### config.mk
export PLATFORM = sky130hd
export DESIGN_NAME = pts_timer
export DESIGN_NICKNAME = d
export VERILOG_FILES = /design/src/rtl/pts_pkg.sv /design/src/rtl/pts_timer.sv
export VERILOG_INCLUDE_DIRS = /design/src /design/src/rtl
export SDC_FILE = /design/constraint.sdc
export NUM_CORES = 1
export LEC_CHECK = 0
export BUFFER_PORTS_ARGS = -buffer_cell sky130_fd_sc_hd__buf_2
export CAP_MARGIN = 20
export CORE_ASPECT_RATIO = 1.5
export CORE_UTILIZATION = 50
export CTS_BUF_LIST = sky130_fd_sc_hd__clkbuf_2
export CTS_CLUSTER_DIAMETER = 80
export DETAILED_ROUTE_END_ITERATION = 6
export GPL_TIMING_DRIVEN = 0
export PLACE_DENSITY = 0.67
export SLEW_MARGIN = 5
export SYNTH_ARGS = -nofsm -noshare
export SYNTH_HDL_FRONTEND = slang
export SYNTH_SLANG_ARGS = --single-unit
### constraint.sdc
create_clock -name mclk -period 2.6 [get_ports mclk]
set_clock_uncertainty 0.15 [all_clocks]
set_input_delay 0.52 -clock mclk [delete_from_list [all_inputs] [get_ports mclk]]
set_output_delay 0.52 -clock mclk [all_outputs]
set_load 0.02 [all_outputs]
### src/rtl/pts_defines.svh
`ifndef PTS_DEFINES_SVH
`define PTS_DEFINES_SVH
// How it works
// - The timer runs from the instruction clock, one tick per four cycles, via the prescaler.
// - The prescaler divides by one, four or sixteen as prescale_select chooses.
// - tick_count is an 8-bit register that steps up by one on each prescaler pulse.
// - period_value is an 8-bit register that holds the terminal count.
// - tick_count is compared with period_value always and counts up from zero to a match.
// - When the two are equal, the next increment loads zero instead of adding one.
// - Every match moves the postscaler on by one.
// - The postscaler divides by any whole ratio from one to sixteen per postscale_select.
// - The postscaler pulse sets period_match_flag, which drives irq while the mask bit is one.
// - Software may read and write tick_count and period_value at any time.
// - Reset loads tick_count with zero and period_value with all ones.
// - The timer counts only while timer_run is one; clearing it stops the timer.
// - Writes to tick_count or timer_control_reg, and reset, clear both scalers.
// - A write to timer_control_reg does not load tick_count; a prescaler pulse in the same cycle still steps it.

// ------------------------------------------------------------
// Register offsets
// ------------------------------------------------------------
`define PTS_ADDR_COUNT   4'h0
`define PTS_ADDR_PERIOD  4'h1
`define PTS_ADDR_CTRL    4'h2
`define PTS_ADDR_FLAG    4'h3
`define PTS_ADDR_MASK    4'h4

// ------------------------------------------------------------
// Fields and reset values
// ------------------------------------------------------------
`define PTS_CTRL_PRE_LSB   0
`define PTS_CTRL_PRE_MSB   1
`define PTS_CTRL_RUN_BIT   2
`define PTS_CTRL_POST_LSB  3
`define PTS_CTRL_POST_MSB  6
`define PTS_CTRL_WMASK     8'h7f
`define PTS_FLAG_MATCH_BIT 0
`define PTS_COUNT_RST      8'h00
`define PTS_PERIOD_RST     8'hff
`define PTS_CTRL_RST       8'h00
`define PTS_MASK_RST       8'h00

// ------------------------------------------------------------
// Timing
// ------------------------------------------------------------
`define PTS_INSTR_DIV      2'h3
`define PTS_PRE4_LAST      4'h3
`define PTS_PRE16_LAST     4'hf
`endif

### src/rtl/pts_pkg.sv
package pts_pkg;
  typedef enum logic [2:0] {
    PTS_PRE_1  = 3'b001,
    PTS_PRE_4  = 3'b010,
    PTS_PRE_16 = 3'b100
  } pts_pre_t;

  typedef struct packed {
    logic [7:0] count;
    logic [7:0] period;
    logic [7:0] ctrl;
    logic [7:0] mask;
    logic       flag;
    logic [1:0] instr_div;
    logic [3:0] pre_cnt;
    logic [3:0] post_cnt;
    logic [7:0] rdata;
  } pts_state_t;
endpackage

### src/rtl/pts_timer.sv
// Implementation choices: the address-and-strobe port and the address map.
`include "pts_defines.svh"

module pts_timer (
  input  wire logic       mclk,
  input  wire logic       srst,
  input  wire logic       clk_en,
  input  wire logic [3:0] addr,
  input  wire logic [7:0] wdata,
  input  wire logic       wr_stb,
  input  wire logic       rd_stb,
  output logic      [7:0] rdata,
  output logic            irq
);
  import pts_pkg::*;

  // ------------------------------------------------------------
  // Decoders
  // ------------------------------------------------------------
  function automatic pts_pre_t pre_mode(input logic [1:0] sel);
    case (sel)
      2'h0:    pre_mode = PTS_PRE_1;
      2'h1:    pre_mode = PTS_PRE_4;
      default: pre_mode = PTS_PRE_16;
    endcase
  endfunction

  function automatic logic [3:0] pre_last(input pts_pre_t m);
    case (m)
      PTS_PRE_1:  pre_last = 4'h0;
      PTS_PRE_4:  pre_last = `PTS_PRE4_LAST;
      PTS_PRE_16: pre_last = `PTS_PRE16_LAST;
      default:    pre_last = 4'h0;
    endcase
  endfunction

  pts_state_t s_r;
  pts_state_t s_nxt;
  logic       instr_tick;
  logic       pre_tick;
  logic       match;
  logic       post_pulse;
  logic       wr_count;
  logic       wr_ctrl;
  logic       rd_flag;
  logic       run;
  logic [7:0] rd_mux;

  assign run        = s_r.ctrl[`PTS_CTRL_RUN_BIT];
  assign instr_tick = run && (s_r.instr_div == `PTS_INSTR_DIV);
  assign pre_tick   = instr_tick &&
                      (s_r.pre_cnt == pre_last(pre_mode(
                        s_r.ctrl[`PTS_CTRL_PRE_MSB:`PTS_CTRL_PRE_LSB])));
  assign match      = s_r.count == s_r.period;
  assign post_pulse = pre_tick && match &&
                      (s_r.post_cnt == s_r.ctrl[`PTS_CTRL_POST_MSB:`PTS_CTRL_POST_LSB]);
  assign wr_count   = wr_stb && (addr == `PTS_ADDR_COUNT);
  assign wr_ctrl    = wr_stb && (addr == `PTS_ADDR_CTRL);
  assign rd_flag    = rd_stb && (addr == `PTS_ADDR_FLAG);

  always_comb begin
    case (addr)
      `PTS_ADDR_COUNT:  rd_mux = s_r.count;
      `PTS_ADDR_PERIOD: rd_mux = s_r.period;
      `PTS_ADDR_CTRL:   rd_mux = s_r.ctrl;
      `PTS_ADDR_FLAG:   rd_mux = {7'h00, s_r.flag};
      `PTS_ADDR_MASK:   rd_mux = s_r.mask;
      default:          rd_mux = 8'h00;
    endcase
  end

  // ------------------------------------------------------------
  // Next state
  // ------------------------------------------------------------
  always_comb begin
    s_nxt = s_r;
    if (run) begin
      s_nxt.instr_div = s_r.instr_div + 2'h1;
    end
    // Counting holds while stopped
    if (instr_tick) begin
      if (pre_tick) begin
        s_nxt.pre_cnt = 4'h0;
        if (match) begin
          s_nxt.count = 8'h00;
          if (post_pulse) begin
            s_nxt.post_cnt = 4'h0;
          end else begin
            s_nxt.post_cnt = s_r.post_cnt + 4'h1;
          end
        end else begin
          s_nxt.count = s_r.count + 8'h01;
        end
      end else begin
        s_nxt.pre_cnt = s_r.pre_cnt + 4'h1;
      end
    end
    // Read of the flag register clears; a new pulse wins
    if (rd_flag) begin
      s_nxt.flag = 1'b0;
    end
    if (post_pulse) begin
      s_nxt.flag = 1'b1;
    end
    if (wr_stb) begin
      case (addr)
        `PTS_ADDR_COUNT:  s_nxt.count = wdata;
        `PTS_ADDR_PERIOD: s_nxt.period = wdata;
        `PTS_ADDR_CTRL:   s_nxt.ctrl = wdata & `PTS_CTRL_WMASK;
        `PTS_ADDR_MASK:   s_nxt.mask = {7'h00, wdata[`PTS_FLAG_MATCH_BIT]};
        default:          s_nxt.ctrl = s_nxt.ctrl;
      endcase
    end
    if (wr_count || wr_ctrl) begin
      s_nxt.pre_cnt   = 4'h0;
      s_nxt.post_cnt  = 4'h0;
      s_nxt.instr_div = 2'h0;
    end
    s_nxt.rdata = rd_stb ? rd_mux : 8'h00;
  end

  always_ff @(posedge mclk) begin
    if (srst) begin
      s_r.count     <= `PTS_COUNT_RST;
      s_r.period    <= `PTS_PERIOD_RST;
      s_r.ctrl      <= `PTS_CTRL_RST;
      s_r.mask      <= `PTS_MASK_RST;
      s_r.flag      <= 1'b0;
      s_r.instr_div <= 2'h0;
      s_r.pre_cnt   <= 4'h0;
      s_r.post_cnt  <= 4'h0;
      s_r.rdata     <= 8'h00;
    end else if (clk_en) begin
      s_r <= s_nxt;
    end
  end

  assign rdata = s_r.rdata;
  assign irq   = s_r.flag && s_r.mask[`PTS_FLAG_MATCH_BIT];
endmodule

==> results of run 1 <==
==> critical path: stages (launching register included) <==
cell       delay (ns)
dfxtp_1          0.35
clkbuf_1         0.32
xnor2_1          0.16
nand4_1          0.15
nor2_2           0.31
buf_6            0.20
o21ai_0          0.09
a221oi_1         0.40
a2111oi_2        0.08
==> per-stage QoR <==
stage,cell area (um^2),power [mW]
3_5_place_dp,2720,0.837
5_1_grt,2780,1.25
2_1_floorplan,2530,0.786
6_report,2780,1.20
4_1_cts,2780,1.21
3_3_place_gp,2720,0.836
==> registers in the layout, indices dropped and copies added, names as in the netlist <==
name	flops
s_r	34
rdata	8
run	1
==> worst max path at each step <==
stage,from,to,slack (ns),cells after the start
after floorplan,addr[2],s_r[49]$_SDFFE_PP0P_,0.54,6
after global placement,addr[0],s_r[10]$_SDFFE_PP0P_,0.02,6
after detailed placement,addr[0],s_r[10]$_SDFFE_PP0P_,0.04,6
after CTS,s_r[46]$_SDFFE_PP0P_,s_r[50]$_SDFFE_PP0P_,0.27,8
after global routing,s_r[47]$_SDFFE_PP0P_,s_r[47]$_SDFFE_PP0P_,0.14,8
final,s_r[47]$_SDFFE_PP0P_,s_r[47]$_SDFFE_PP0P_,0.28,8
==> cell families (layout without fill, tap and decap cells) <==
logic type                 Yosys count  count (layout)  share of synthesized area
xor gates and xnor gates            13              13                     0.0449
and+or+nand+nor                    122             122                      0.246
muxes                               16              16                     0.0632
buffers and inverters               40              68                     0.0775
DFF                                 43              43                      0.340
adders and majority gates            4               4                     0.0198
AOI/OAI and AO/OA                   76              76                      0.208
==> where the power goes <==
group | switching [mW] | total, mW | internal [mW]
combinational | 0.0908 | 0.142 | 0.0511
clock | 0.217 | 0.379 | 0.162
sequential | 0.0121 | 0.683 | 0.671
total | 0.320 | 1.20 | 0.884
==> final cells by class <==
cell class | instances | area [um^2] | area share
clock buffers | 6 | 30.0 | 0.0108
repair buffers | 21 | 105 | 0.0378
inverters | 12 | 45.0 | 0.0162
plain buffers | 28 | 151 | 0.0544
clock inverters | 1 | 30.0 | 0.0108
flip-flops and latches | 43 | 861 | 0.309
well taps | 66 | 82.6 | 0.0297
multi-input cells | 231 | 1480 | 0.531
==> placed cells by master, fill, tap and decap left out, types with 9 or more instances in the layout <==
| cell | instances |
|---|---|
| nor2_1 | 47 |
| dfxtp_1 | 43 |
| o21ai_0 | 22 |
| buf_2 | 22 |
| nand2_1 | 19 |
| mux2i_1 | 16 |
| clkbuf_1 | 14 |
| a21oi_1 | 14 |
| inv_1 | 12 |
| a211o_1 | 10 |
| nand3_1 | 10 |
| a22oi_1 | 9 |
==> synthesized netlist by cell type, types with 2 or more instances <==
cell type   n
a2111oi_2   3
a211o_1    10
a21oi_1    14
a221oi_1    5
a22oi_1     9
a31oi_1     2
a32oi_1     2
and2_1      2
and3_1      4
buf_1       3
buf_4       8
buf_6       2
clkbuf_1   14
dfxtp_1    43
ha_1        4
inv_1      12
mux2i_1    16
nand2_1    19
nand3_1    10
nand3b_1    2
nand4_1     5
nand4b_1    5
nor2_1     47
nor2b_1     6
nor3_1      8
nor4_1      2
o21ai_0    22
o22ai_1     2
or3_1       4
xnor2_1     8
xor2_1      5
==> layer usage <==
layer | part of all wire | vias up
li1 | - | 1170
met1 | 0.42 | 1118
met2 | 0.53 | 72
met3 | 0.034 | 11
met4 | 0.024 | 0
met5 | 0 | -
==> impl_metrics.json, run 1 <==
{
  "status": "finished, final reports clean",
  "cts_sinks": 43,
  "tightest_slew_ns": 0.934,
  "fmax_mhz": 431,
  "syn_inst": 314,
  "powerDensity_nw_per_um2": 433,
  "start_util": 0.523,
  "drv_slew": 0,
  "vias": 2371,
  "area_growth_pct": 9.78,
  "cts_setup_buffers": 0,
  "syn_nets": 335,
  "synth-main-ff-cell": "dfxtp_1",
  "dp_hpwl_um": 5060,
  "wire_per_inst_um": 16.3,
  "cts_tree": "done",
  "overflow": 0,
  "hold_path_class": "in2reg",
  "worstPathRequired_ns": 2.75,
  "dp.cells": 401,
  "antenna_left": 0,
  "cap_violations": 0,
  "cp_max_fo": 10,
  "rsz0062_at_grt": "false",
  "firstDrtPassIters": 4,
  "worst-setup-path-type": "reg2reg",
  "clk_pin_slew_ns": 0.20,
  "fin_setup_tns_ns": 0,
  "cts-root-buf": "clkbuf_2",
  "post-synth-top-area-cell": "dfxtp_1",
  "synth_warnings": 0,
  "synthArstFlopShare": 0,
  "regToRegStartpoint": "s_r[47]$_SDFFE_PP0P_",
  "synth-seq-cells": 43,
  "fin_nets": 363,
  "start_kind": "flip-flop",
  "grt_pass1_vias": 2171,
  "die_y_um": 89.2,
  "synth_edf_count": 0,
  "end_kind": "flip-flop",
  "gr-usage-met1": 0.315,
  "leakagePower_nw": 1.18,
  "r2r_cells": 8,
  "r2r-end": "s_r[47]$_SDFFE_PP0P_",
  "hold_start": "wdata[2]",
  "io_pins": 26,
  "post-route-util": 0.574,
  "yosysSeqAreaShare": 0.340,
  "first_iter_violations": 134,
  "fillCellCount": 477,
  "holdPathEnd": "run$_SDFFE_PP0P_",
  "viasPerCell": 5.81,
  "syn-mean-instance-area_um2": 8.07,
  "preCtsSetupSlack_ns": 0.0434,
  "reg2reg_slack_ns": 0.28,
  "core_um2": 4850,
  "antenna_cells": 0,
  "synth_cell_types": 47,
  "use_met3": 0.0391,
  "max_slew_margin": 0.372,
  "row_count": 31,
  "antenna_found_initial": 0,
  "grt.met2_usage": 0.461,
  "holdPathStages": 3,
  "finalNonFillerCells": 408,
  "worstSkewPairLatency_ns": 0.42,
  "cts_buffer_depth": 2,
  "track_usage": 0.265,
  "setup_viol": 0,
  "die_x_um": 60.1,
  "ctsHoldBuffers": 0,
  "globalplace.congestion": 0.957,
  "drt_wl_total_um": 6660,
  "grt.busiest_layer": "met2",
  "finalHoldWorstSlack_ns": 0.235,
  "hold_viol_final": 0,
  "finalWorstSetupSlack_ns": 0.278,
  "cts-resized-gates": 0,
  "grt_pass1_wl_um": 10400,
  "crit_arrival_ns": 2.47,
  "dieArea_um2": 5360,
  "grt_max_degree": 13,
  "cts-buffers-inserted": 5,
  "synth_top_area_frac": 0.340,
  "synth_top_cells_by_area": "dfxtp_1 (34%), nor2_1 (7.0%), mux2i_1 (6.3%)",
  "drc": 0,
  "vdd.ir_drop.worst_mv": 0.252,
  "htree_levels": 2,
  "drive_gt1_frac": 0.149,
  "synth_area_um2": 2530,
  "layout_min_cycle_time_ns": 2.32,
  "final.period_utilization": 0.893,
  "io_buffers": 21
}
Power figures use the tool's default switching activity.
==> run 2, diff against run 1 <==
- GPL_TIMING_DRIVEN: 0 -> 1
==> run 2 against run 1 <==
Register-to-register slack got worse by 0.03 ns. Setup slack got worse by 0.033 ns. Combinational power barely moved. Total power fell by 7.7%. Wire length fell by 1.3%. Global-route usage rose by 0.18 points. Sequential power barely moved. Critical path depth fell by 1. First-iteration DRC count rose by 6.7%. Design area fell by 2.0%. Sequential share of layout area rose by 0.63 points. Non-clock buffer count fell by 11. Critical path type unchanged.
==> impl_metrics.json, run 2 (synthesis results as in run 1) <==
{
  "status": "finished, final reports clean",
  "die_y_um": 89.2,
  "io_pins": 26,
  "grt_pass1_wl_um": 10500,
  "layout_common_cells": "nor2_1 (47), dfxtp_1 (43), buf_2 (25)",
  "ctsHoldBuffers": 0,
  "wire_per_inst_um": 16.5,
  "holdPathEnd": "s_r[49]$_SDFFE_PP0P_",
  "fin_nets": 352,
  "cap_violations": 0,
  "drive_gt1_frac": 0.172,
  "start_util": 0.523,
  "placed_area_um2": 2690,
  "clk_pin_slew_ns": 0.22,
  "crit_arrival_ns": 2.52,
  "cts_sinks": 43,
  "antenna_found_initial": 0,
  "grt_pass1_vias": 2221,
  "first_iter_violations": 143,
  "drc": 0,
  "rsz0062_at_grt": "false",
  "crit_family": "simple AND/OR/NAND/NOR gates",
  "io_buffers": 25,
  "worst-setup-path-type": "reg2reg",
  "worstPathRequired_ns": 2.76,
  "drt_wl_total_um": 6570,
  "cts_setup_buffers": 0,
  "final.period_utilization": 0.906,
  "cts-buffers-inserted": 5,
  "viasPerCell": 5.93,
  "regToRegStartpoint": "s_r[16]$_SDFFE_PP0P_",
  "core_um2": 4850,
  "r2r_cells": 7,
  "antenna_cells": 0,
  "vdd.ir_drop.worst_mv": 0.317,
  "max_slew_margin": 0.540,
  "mostFrequentLayoutCell": "nor2_1",
  "slowest_delay_ns": 0.44,
  "grt_max_degree": 45,
  "overflow": 0,
  "largest_register": "s_r",
  "hold_start": "srst",
  "crit_path_cell_trace": "ha_1 > nand2_1 > or3_1 > nand2_2 > o21ai_0 > a221oi_1 > a2111oi_2",
  "hold_path_class": "in2reg",
  "fin_setup_tns_ns": 0,
  "die_x_um": 60.1,
  "globalplace.congestion": 0.901,
  "cp_num_buf_inv": 0,
  "r2r-end": "s_r[50]$_SDFFE_PP0P_",
  "reg2reg_slack_ns": 0.24,
  "layout_min_cycle_time_ns": 2.36,
  "cts-resized-gates": 0,
  "track_usage": 0.267,
  "dieArea_um2": 5360,
  "fmax_mhz": 425,
  "powerDensity_nw_per_um2": 408,
  "cp_max_fo": 11,
  "worstSkewPairLatency_ns": 0.42,
  "crit_slowest_cell": "or3_1",
  "area_growth_pct": 7.60,
  "row_count": 31,
  "dp_hpwl_um": 4930,
  "htree_levels": 2,
  "drv_slew": 0,
  "fin_area_um2": 2730,
  "cts-root-buf": "clkbuf_2",
  "leakagePower_nw": 1.17,
  "power.total_mw": 1.11,
  "setup_viol": 0,
  "vias": 2356,
  "firstDrtPassIters": 4,
  "cts_buffer_depth": 2,
  "end_kind": "flip-flop",
  "hold_viol_final": 0,
  "holdPathStages": 3,
  "antenna_left": 0,
  "cts_tree": "done",
  "fillCellCount": 487,
  "start_kind": "flip-flop",
  "tightest_slew_ns": 0.682,
  "largest_reg_flops": 34
}
==> run 2: cell count changes in the layout (fill, tap and decap cells not counted) <==
| cell | before | now |
|---|---|---|
| clkbuf_2 | 6 | 5 |
| bufinv_16 | 1 | 0 |
| buf_4 | 8 | 13 |
| clkinv_2 | 0 | 1 |
| buf_1 | 3 | 0 |
| clkbuf_1 | 14 | 0 |
| buf_6 | 2 | 0 |
| buf_2 | 22 | 25 |
| clkinv_4 | 0 | 1 |
==> run 2: power by group <==
part	internal [mW]	switching (mW)	total, mW	leakage, nW
sequential	0.671	0.0116	0.683	0.348
combinational	0.0561	0.0880	0.144	0.792
clock	0.0617	0.223	0.285	0.0288
==> run 2: worst max-delay path by stage <==
stage,depth (start not counted),slack [ns],to,start
floorplan,6,0.54,s_r[49]$_SDFFE_PP0P_,addr[2]
global placement,7,0.31,s_r[50]$_SDFFE_PP0P_,s_r[16]$_SDFFE_PP0P_
detailed placement,7,0.31,s_r[50]$_SDFFE_PP0P_,s_r[16]$_SDFFE_PP0P_
CTS,7,0.27,s_r[50]$_SDFFE_PP0P_,s_r[16]$_SDFFE_PP0P_
global route,7,0.12,s_r[47]$_SDFFE_PP0P_,s_r[16]$_SDFFE_PP0P_
finish,7,0.24,s_r[50]$_SDFFE_PP0P_,s_r[16]$_SDFFE_PP0P_
==> run 2: tightest hold or removal path, delay by kind of cell <==
family / cells / cell delay (ns)
AOI/OAI and AO/OA: 1 / 0.05
buffers and inverters: 1 / 0.10
and+or+nand+nor: 1 / 0.11
==> run 2: metrics by stage <==
step	hold slack, ns	worst slack [ns]	utilization	cells
floorplan	0.299	0.543	-	314
global placement	0.316	0.310	0.554	390
detailed placement	0.328	0.309	0.554	390
CTS	0.215	0.274	0.562	397
global route	0.201	0.119	0.562	397
finish	0.238	0.245	0.562	397
==> run 2: routing by layer <==
layer  vias to the layer above  track usage  routed length (um)
met3                        11       0.0405                 199
met5                         -            0                   0
met2                        51        0.470                3440
li1                       1154            -                   -
met4                         0        0.114                 164
met1                      1140        0.312                2770
==> run 2: final cells by class <==
cell class | count | area (um^2) | area share
inverter | 12 | 45.0 | 0.0165
multi-input combinational | 231 | 1480 | 0.542
tap | 66 | 82.6 | 0.0303
timing repair buffer | 38 | 223 | 0.0817
sequential | 43 | 861 | 0.316
clock buffer | 5 | 25.0 | 0.00918
clock inverter | 2 | 13.8 | 0.00505
